$ cat src/asc_pkg.sv
package asc_pkg;
  // Array geometry and core clock period
  localparam int ADDR_W = 15;
  localparam int DATA_W = 8;
  localparam int CLK_PERIOD_NS = 50;
  // Slower grade figures, covering both grades
  localparam int T_RC_NS = 15;
  localparam int T_AA_NS = 15;
  localparam int T_PWE_NS = 10;
  localparam int T_SD_NS = 8;
  localparam int T_HZWE_NS = 7;
  localparam int T_HZOE_NS = 6;
  localparam int T_PD_NS = 15;
  // Least times round up
  localparam int RD_CYC = (T_AA_NS + CLK_PERIOD_NS - 1) / CLK_PERIOD_NS + 1;
  localparam int WE_CYC = (T_PWE_NS + CLK_PERIOD_NS - 1) / CLK_PERIOD_NS;
  localparam int SD_CYC = (T_SD_NS + CLK_PERIOD_NS - 1) / CLK_PERIOD_NS;
  localparam int HZ_CYC = (T_HZOE_NS + CLK_PERIOD_NS - 1) / CLK_PERIOD_NS;
  localparam int REC_CYC = (T_RC_NS + CLK_PERIOD_NS - 1) / CLK_PERIOD_NS;
  localparam int CNT_W = 3;
  localparam logic [CNT_W-1:0] RD_CNT = CNT_W'(RD_CYC);
  localparam logic [CNT_W-1:0] WE_CNT = CNT_W'(WE_CYC);
  localparam logic [CNT_W-1:0] HZ_CNT = CNT_W'(HZ_CYC);
  localparam logic [CNT_W-1:0] REC_CNT = CNT_W'(REC_CYC);
  localparam logic [CNT_W-1:0] CNT_ZERO = 3'h0;

  typedef enum logic [2:0] {
    ASC_IDLE = 3'b000,
    ASC_READ = 3'b001,
    ASC_TURN = 3'b010,
    ASC_WSET = 3'b011,
    ASC_WSTB = 3'b100,
    ASC_WEND = 3'b101,
    ASC_HOLD = 3'b110
  } asc_state_e;

  typedef struct packed {
    logic cs_n;
    logic we_n;
    logic oe_n;
    logic [ADDR_W-1:0] addr;
    logic [DATA_W-1:0] dq_out;
    logic dq_oe;
  } asc_pins_s;

  typedef struct packed {
    logic wr;
    logic [ADDR_W-1:0] addr;
    logic [DATA_W-1:0] wdata;
  } asc_req_s;

  localparam asc_pins_s PINS_IDLE = '{cs_n: 1'b1, we_n: 1'b1, oe_n: 1'b1,
    addr: '0, dq_out: '0, dq_oe: 1'b0};
endpackage

$ cat src/asc_sync.sv
`timescale 1ns/1ps
module asc_sync (
  input wire logic core_clk,
  input wire logic rst,
  input wire logic [asc_pkg::DATA_W-1:0] d,
  output logic [asc_pkg::DATA_W-1:0] q
);
  import asc_pkg::*;
  logic [DATA_W-1:0] s1_q, s1_d, q_d;

  always_comb begin
    s1_d = d;
    q_d = s1_q;
    if (rst) begin
      s1_d = '0;
      q_d = '0;
    end
  end

  always_ff @(posedge core_clk) begin
    s1_q <= s1_d;
    q <= q_d;
  end
endmodule // asc_sync

$ cat src/asc_host.sv
`timescale 1ns/1ps
// Function
// - Read: strobe high, select and drive low
// - Strobe-ended write stores on strobe rise
// - Select-ended write stores on select rise
// - Never drive while memory drives bus
// - Address valid before select falls for writes; a read sets address and select on one edge
// - Retention: deselected, recover one read cycle
module asc_host (
  input wire logic core_clk,
  input wire logic rst,
  input wire logic req_valid,
  input wire asc_pkg::asc_req_s req,
  output logic req_ready,
  output logic rd_valid,
  output logic [asc_pkg::DATA_W-1:0] rd_data,
  input wire logic retain,
  output asc_pkg::asc_pins_s pins,
  input wire logic [asc_pkg::DATA_W-1:0] dq_in
);
  import asc_pkg::*;

  asc_state_e st_q, st_d;
  asc_pins_s pins_d;
  logic [CNT_W-1:0] cnt_q, cnt_d;
  logic ready_d, rdv_d;
  logic [DATA_W-1:0] rdat_d;
  logic [DATA_W-1:0] dq_sync;
  logic ret_q, ret_d;

  // Pin data is asynchronous; two flops before use
  asc_sync u_sync (
    .core_clk(core_clk),
    .rst(rst),
    .d(dq_in),
    .q(dq_sync)
  );

  always_comb begin
    st_d = st_q;
    pins_d = pins;
    cnt_d = cnt_q;
    ready_d = 1'b0;
    rdv_d = 1'b0;
    rdat_d = rd_data;
    ret_d = retain;
    case (st_q)
      ASC_IDLE: begin
        pins_d = PINS_IDLE;
        if (cnt_q != CNT_ZERO) begin
          cnt_d = cnt_q - 3'h1;
        end else if (ret_q) begin
          cnt_d = REC_CNT;
        end else if (req_valid) begin
          pins_d.addr = req.addr;
          if (req.wr) begin
            st_d = ASC_WSET;
          end else begin
            pins_d.cs_n = 1'b0;
            pins_d.oe_n = 1'b0;
            cnt_d = RD_CNT;
            st_d = ASC_READ;
          end
          pins_d.dq_out = req.wdata;
        end else begin
          ready_d = 1'b1;
        end
      end
      ASC_READ: begin
        if (cnt_q != CNT_ZERO) begin
          cnt_d = cnt_q - 3'h1;
        end else begin
          rdat_d = dq_sync;
          rdv_d = 1'b1;
          pins_d.oe_n = 1'b1;
          pins_d.cs_n = 1'b1;
          cnt_d = HZ_CNT;
          st_d = ASC_TURN;
        end
      end
      ASC_TURN: begin
        // Wait for memory outputs to float before anything else
        if (cnt_q != CNT_ZERO) begin
          cnt_d = cnt_q - 3'h1;
        end else begin
          st_d = ASC_IDLE;
          ready_d = ~ret_q;
        end
      end
      ASC_WSET: begin
        // Outputs stay off, address already set before strobe
        pins_d.cs_n = 1'b0;
        pins_d.we_n = 1'b0;
        pins_d.dq_oe = 1'b1;
        cnt_d = WE_CNT;
        st_d = ASC_WSTB;
      end
      ASC_WSTB: begin
        if (cnt_q != CNT_ZERO) begin
          cnt_d = cnt_q - 3'h1;
        end else begin
          pins_d.we_n = 1'b1;
          st_d = ASC_WEND;
        end
      end
      ASC_WEND: begin
        // Data held one edge after strobe rise, then released
        pins_d.cs_n = 1'b1;
        pins_d.dq_oe = 1'b0;
        st_d = ASC_HOLD;
      end
      ASC_HOLD: begin
        pins_d = PINS_IDLE;
        st_d = ASC_IDLE;
        ready_d = ~ret_q;
      end
      default: begin
        st_d = ASC_IDLE;
        pins_d = PINS_IDLE;
      end
    endcase
    if (rst) begin
      st_d = ASC_IDLE;
      pins_d = PINS_IDLE;
      cnt_d = CNT_ZERO;
      ready_d = 1'b0;
      rdv_d = 1'b0;
      rdat_d = '0;
      ret_d = 1'b0;
    end
  end

  always_ff @(posedge core_clk) begin
    st_q <= st_d;
    pins <= pins_d;
    cnt_q <= cnt_d;
    req_ready <= ready_d;
    rd_valid <= rdv_d;
    rd_data <= rdat_d;
    ret_q <= ret_d;
  end

  a_drive_idle_cs: assert property (@(posedge core_clk) disable iff (rst)
    pins.dq_oe |-> (pins.oe_n && !pins.cs_n))
    else $error("host drives bus while memory may drive");
  a_read_strobe: assert property (@(posedge core_clk) disable iff (rst)
    !pins.oe_n |-> pins.we_n)
    else $error("strobe low during read");
  a_write_addr_stable: assert property (@(posedge core_clk) disable iff (rst)
    (!pins.we_n && $past(!pins.we_n)) |-> $stable(pins.addr))
    else $error("address moved during write");
  a_write_data_stable: assert property (@(posedge core_clk) disable iff (rst)
    $rose(pins.we_n) |-> pins.dq_oe && $stable(pins.dq_out))
    else $error("write data not held at strobe end");
  a_read_length: assert property (@(posedge core_clk) disable iff (rst)
    $fell(pins.cs_n) && pins.we_n |-> !pins.oe_n [*3] ##1 rd_valid)
    else $error("read length wrong");
  a_strobe_in_select: assert property (@(posedge core_clk) disable iff (rst)
    !pins.we_n |-> !pins.cs_n)
    else $error("strobe outside select");
  a_retain_desel: assert property (@(posedge core_clk) disable iff (rst)
    (ret_q && st_q == ASC_IDLE) |-> pins.cs_n)
    else $error("select during retention");
  a_addr_at_sel: assert property (@(posedge core_clk) disable iff (rst)
    !pins.cs_n && $past(!pins.cs_n) |-> $stable(pins.addr))
    else $error("address changed while selected");
  a_turnaround: assert property (@(posedge core_clk) disable iff (rst)
    $rose(pins.oe_n) |-> !pins.dq_oe [*2])
    else $error("no turnaround after read");

  c_read: cover property (@(posedge core_clk) rd_valid);
  c_write: cover property (@(posedge core_clk) $rose(pins.we_n));
  c_retain: cover property (@(posedge core_clk) ret_q && req_valid);
endmodule // asc_host

$ cat config.mk
export PLATFORM = sky130hd
export DESIGN_NAME = asc_host
export DESIGN_NICKNAME = d
export VERILOG_FILES = /design/src/asc_pkg.sv /design/src/asc_sync.sv /design/src/asc_host.sv
export SDC_FILE = /design/constraint.sdc
export NUM_CORES = 1
export LEC_CHECK = 0
export CORE_MARGIN = 3
export CORE_UTILIZATION = 45
export DETAILED_ROUTE_END_ITERATION = 10
export DONT_BUFFER_PORTS = 1
export GPL_TIMING_DRIVEN = 1
export PLACE_DENSITY = 0.59
export SYNTH_ARGS = -nofsm -noshare
export SYNTH_HDL_FRONTEND = slang
export SYNTH_SLANG_ARGS = --single-unit
$ cat constraint.sdc
create_clock -name core_clk -period 1.7 [get_ports core_clk]
set_clock_uncertainty 0.2 [all_clocks]
set_input_delay 0.17 -clock core_clk [delete_from_list [all_inputs] [get_ports core_clk]]
set_output_delay 0.17 -clock core_clk [all_outputs]
set_load 0.05 [all_outputs]
---- Word-level counts from Yosys, hierarchy flattened ----
Cells that the tools add are included.
Widths: inputs -> output; s select.
storage, ports and cells
  output and inout bits ................... 37
  input port bits ......................... 36
  flip-flop bits (word level) ............. 60
  word-level logic and storage cells ...... 85
operators by class
  reductions and logical operators ........ 15
  bitwise operators ....................... 6
  add/subtract/negate cells ............... 1
  multiplexer cells ....................... 34
  equal/unequal tests ..................... 15
operators with widths
  kind                number
  $mux 24             3
  $pmux 23 s2         1
  $mux 3              12
  $pmux 3 s6          1
  $ne 2x2->1 const B  6
  $pmux 3 s4          1
  $mux 1              10
  $eq 3x3->1 const B  3
  $pmux 1 s3          3
  $ne 4x4->1 const B  2
  $reduce_and 2->1    4
  $eq 3x2->1 const B  2
  $not 1->1           6
  $reduce_and 6->1    1
  $reduce_or 3->1     2
  $reduce_or 5->1     1
  $pmux 1 s4          1
  $reduce_and 4->1    1
  $reduce_bool 4->1   1
  $reduce_or 2->1     2
  $reduce_or 4->1     1
  $eq 3x1->1 const B  1
  $logic_not 3->1     1
  $reduce_bool 3->1   1
  4 further kinds     4

---- Longest topological paths before layout ----
  word-level depth ........................ 5
  mapped depth ............................ 8

---- Cells and area by module ----
From an unflattened synthesis, not the netlist that was laid out.
unflattened totals
  cells, all modules ...................... 240
  area total of the unflattened synthesis .. 2482.4 µm²
modules (own cells, without submodules)
  module    cells an instance  times used  sequential area each (µm²)  area an instance (µm²)
  asc_host  207                1           880.8                       2018.2
  asc_sync  33                 1           320.3                       464.2

---- Worst setup path before layout ----
Ideal clock, no wire load.
  kind .................................... register -> register
  from .................................... reg cnt_q[0]
  to ...................................... reg cnt_q[0]
  clock period less this slack ............ 1.824 ns
  slack ................................... -0.124 ns
  buffers on the path ..................... 0
  arrival time ............................ 1.533 ns
  setup time .............................. 0.091 ns
  stages on the path, launching flop included .. 7
  cell sequence ........................... dfxtp_1 > inv_1 > ha_1 > nor3b_2 > a32o_1 > a211o_1 > a311oi_1
between the ends
  word-level cells in the longest chain between the ends .. 3
  elaborated cells on any way between the ends .. 10
RTL lines
  element                                                  RTL line                        RTL
  start, declared                                          asc_host.sv:25                  logic [CNT_W-1:0] cnt_q, cnt_d;
  start signal, assigned                                   asc_host.sv:136                 cnt_q <= cnt_d;
  $sub 3x1->3 / $reduce_bool 3->1 (equally long branches)  --
  $mux 3, or another cell as far along                     asc_host.sv:83, asc_host.sv:99
  $pmux 3 s4 / $reduce_and 4->1 (equally long branches)    --
Parallel ways exist; a longest one is shown, timed or not. The select of a mux whose other input is x is not followed.
A chain may end at the register's enable or synchronous reset.

---- Worst setup path in the final report ----
Same ends and word-level chain as after synthesis.

==> impl_metrics.py <==
metrics = {
    "run_status": {
        "outcome": "finished with violations",
        "violations": "setup timing",
    },
    "critical_path": {
        "worstPathMaxFanout": 4,
        "cp_cell_sequence": "inv_2 > ha_4 > or4b_4 > a211oi_2 > a211o_1 > a311oi_2",
        "critPathRequiredTime_ps": 1700,
        "max_stage_delay_ps": 470,
        "crit_buf_inv": 1,
        "critPathSlowestCell": "or4b_4",
        "arrival_ps": 1790,
        "worst_setup_path_start_kind": "flop",
        "path_class": "flop to flop",
        "end_kind": "flop",
        "crit_family": "simple AND/OR/NAND/NOR gates",
    },
    "logic_synthesis": {
        "synth_edf_count": 0,
        "synth-main-ff-cell": "dfxtp_1",
        "ys_types": 44,
        "synth_cells": 240,
        "synth_area_um2": 2313,
        "yosys_warnings": 0,
        "async_flop_share_pct": 0,
        "synth_seq_cells": 60,
        "synth_fp_nets": 278,
        "avgSynthCellArea_um2": 9.639,
        "yosys.area.top_type": "dfxtp_1",
        "synth_top_area_share_pct": 51.92,
        "ys_top_cells_by_area": "dfxtp_1, a22oi_1, nor2_1",
        "synth-seq-area-share_pct": 51.92,
    },
    "power_and_ir_drop": {
        "p_leak_nw": 1.464,
        "power.density_nw_per_um2": 1512,
        "worst_ir_drop_vdd_mv": 0.7527,
        "power_mw": 5.218,
    },
    "global_routing": {
        "grt_max_degree": 61,
        "grtUsageTotal_pct": 20.59,
        "grt_pass1_vias": 2105,
        "grt_remaining_overflow": 0,
        "grt_pass1_wl_um": 9770,
        "antenna_found_initial": 0,
    },
    "clock_network": {
        "clock_latency_ps": 330,
        "ctsLongestPathBuffers": 2,
        "ctsRootBufferMaster": "clkbuf_8",
        "clk_pin_slew_worst_paths_ps": 70,
        "cts_tree": "done",
        "cts_made_buffers": 9,
        "h-tree-depth": 3,
        "clock-sinks": 60,
    },
    "routing": {
        "wire_per_inst_um": 15.13,
        "drcViolationCount": 0,
        "drt_iter0_markers": 100,
        "first_pass_iters": 4,
        "postRouteAntennaNets": 0,
        "routed_wl_um": 6053,
        "viasPerCell": 5.168,
        "num_vias": 2067,
    },
    "sta": {
        "max_slew_margin_pct": 56.57,
        "slew_viol_final": 0,
        "setup_viol": 22,
        "rsz0062_at_grt": "yes",
        "finalHoldViolCount": 0,
        "finalCritPeriodShare_pct": 105.5,
        "tightest_slew_ps": 650.0,
        "setup_ws_ps": -93.59,
        "fmax_mhz": 557.5,
        "period_minus_slack_ps": 1794,
    },
    "layout": {
        "syn_to_final_growth_pct": 49.22,
        "final_layout_size_suffix_gt1_share_pct": 29.73,
        "antennaDiodeCount": 0,
        "fin_nets": 366,
        "postLayoutCoreUtil_pct": 71.20,
    },
    "floorplanning": {
        "initial_core_util_pct": 47.72,
        "die-area_um2": 6037,
        "rows": 25,
        "io_pins": 73,
        "die_w_um": 77.70,
        "die-height_um": 77.70,
        "design.core.area_um2": 4848,
    },
    "worst_hold_path": {
        "hold_class": "input port to flop",
    },
    "placed_design": {
        "dp_hpwl_um": 3755,
        "gp_congestion": 0.8207,
        "port_buffers": 0,
    },
    "run": {
        "drv_cap": 0,
    },
}
[sequential cells by signal (all words and copies together) (netlist names)]
signal and flops:
ret_q 1, pins 27, rd_valid 1, req_ready 1
st_q 3, rd_data 8, u_sync.q 8, u_sync.s1_q 8
cnt_q 3
[tightest hold or removal path: stages]
cell      delay [ps]
nor2b_1          110
o211ai_1         150
a211oi_1          80
[routing by layer]
| layer | vias up | GRT usage, % | part of all wire (%) |
|---|---|---|---|
| li1 | 1010 | - | - |
| met3 | 11 | 5.684 | 5.5 |
| met5 | - | 0 | 0 |
| met1 | 980 | 22.80 | 42 |
| met2 | 66 | 35.53 | 51 |
| met4 | 0 | 11.03 | 1.8 |
[layout make-up]
type	count	area (µm²)
clock buffers	12	145.1
clock inverters	4	48.80
fillers	368	1396
inverters	4	15.01
multi-input cells	156	1065
flip-flops and latches	60	1204
well taps	67	83.83
repair buffers	97	890.9
[synth_stat cells, types with 3 or more instances]
cell type,instances
dfxtp_1,60
nor2_1,41
a22oi_1,25
nor2b_1,21
clkbuf_1,11
mux2i_1,8
nand2_1,6
a21oi_1,5
o21ai_0,5
inv_1,4
nand2b_1,4
nor4_1,4
buf_2,3
buf_4,3
buf_6,3
nor3_1,3
[layout by cell type (no fill, tap or decap), drive strengths merged, types with 4 or more instances in the layout]
cell type    instances
dfxtp               60
buf                 60
nor2                41
dlygate4sd3         35
a22oi               25
nor2b               21
clkbuf              14
mux2i                8
nand2                6
a21oi                6
o21ai                5
nand2b               4
nor4                 4
inv                  4
[final timing paths]
| check | slack, ps | cells past startpoint | startpoint | endpoint |
|---|---|---|---|---|
| max | -90 | 6 | cnt_q[0] | cnt_q[0] |
| min | 40 | 3 | req_valid | st_q[0] |
| max reg2reg | -90 | 6 | cnt_q[0] | cnt_q[0] |
| min reg2reg | 240 | 1 | u_sync.s1_q[0] | u_sync.q[0] |
[logic make-up after synthesis]
kind of cell             after synthesis  synth area share (%)
AND/OR/NAND/NOR                       89                 19.63
buffers and inverters                 24                 5.516
XOR/XNOR                               1                0.3787
AO/OA/AOI/OAI                         56                 18.01
flip-flops                            60                 51.92
adder cells (fa/ha/maj)                2                 1.081
multiplexers                           8                 3.461
[report_power, final]
part	leakage (nW)	internal [mW]	switching (mW)
Clock	0.100	0.716	0.553
Combinational	0.874	1.08	1.20
Sequential	0.490	1.55	0.112
[repair_timing]
action / in CTS / in global routing
buffers inserted: 2 / 2
hold buffers: 36 / 0
hold endpoints to repair: 60 / 0
cloned: 0 / 2
setup endpoints to repair: 28 / 30
pin swaps: 5 / 9
resized for setup: 9 / 4
[through the flow]
stage | worst slack, ps | cells | setup TNS, ps | area [µm²] | hold slack (ps)
CTS | -46.58 | 396 | -102.8 | 3369 | 12.59
detailed placement | -160.6 | 342 | -3347 | 2750 | 43.87
global placement | -86.00 | 342 | -2029 | 2750 | 42.78
global route | -159.3 | 400 | -3747 | 3452 | 62.01
finish | -93.59 | 400 | -790.7 | 3452 | 35.15
floorplan | 5.038 | 240 | 0 | 2356 | 98.18
Note: power is estimated with default switching activity, not from simulation.
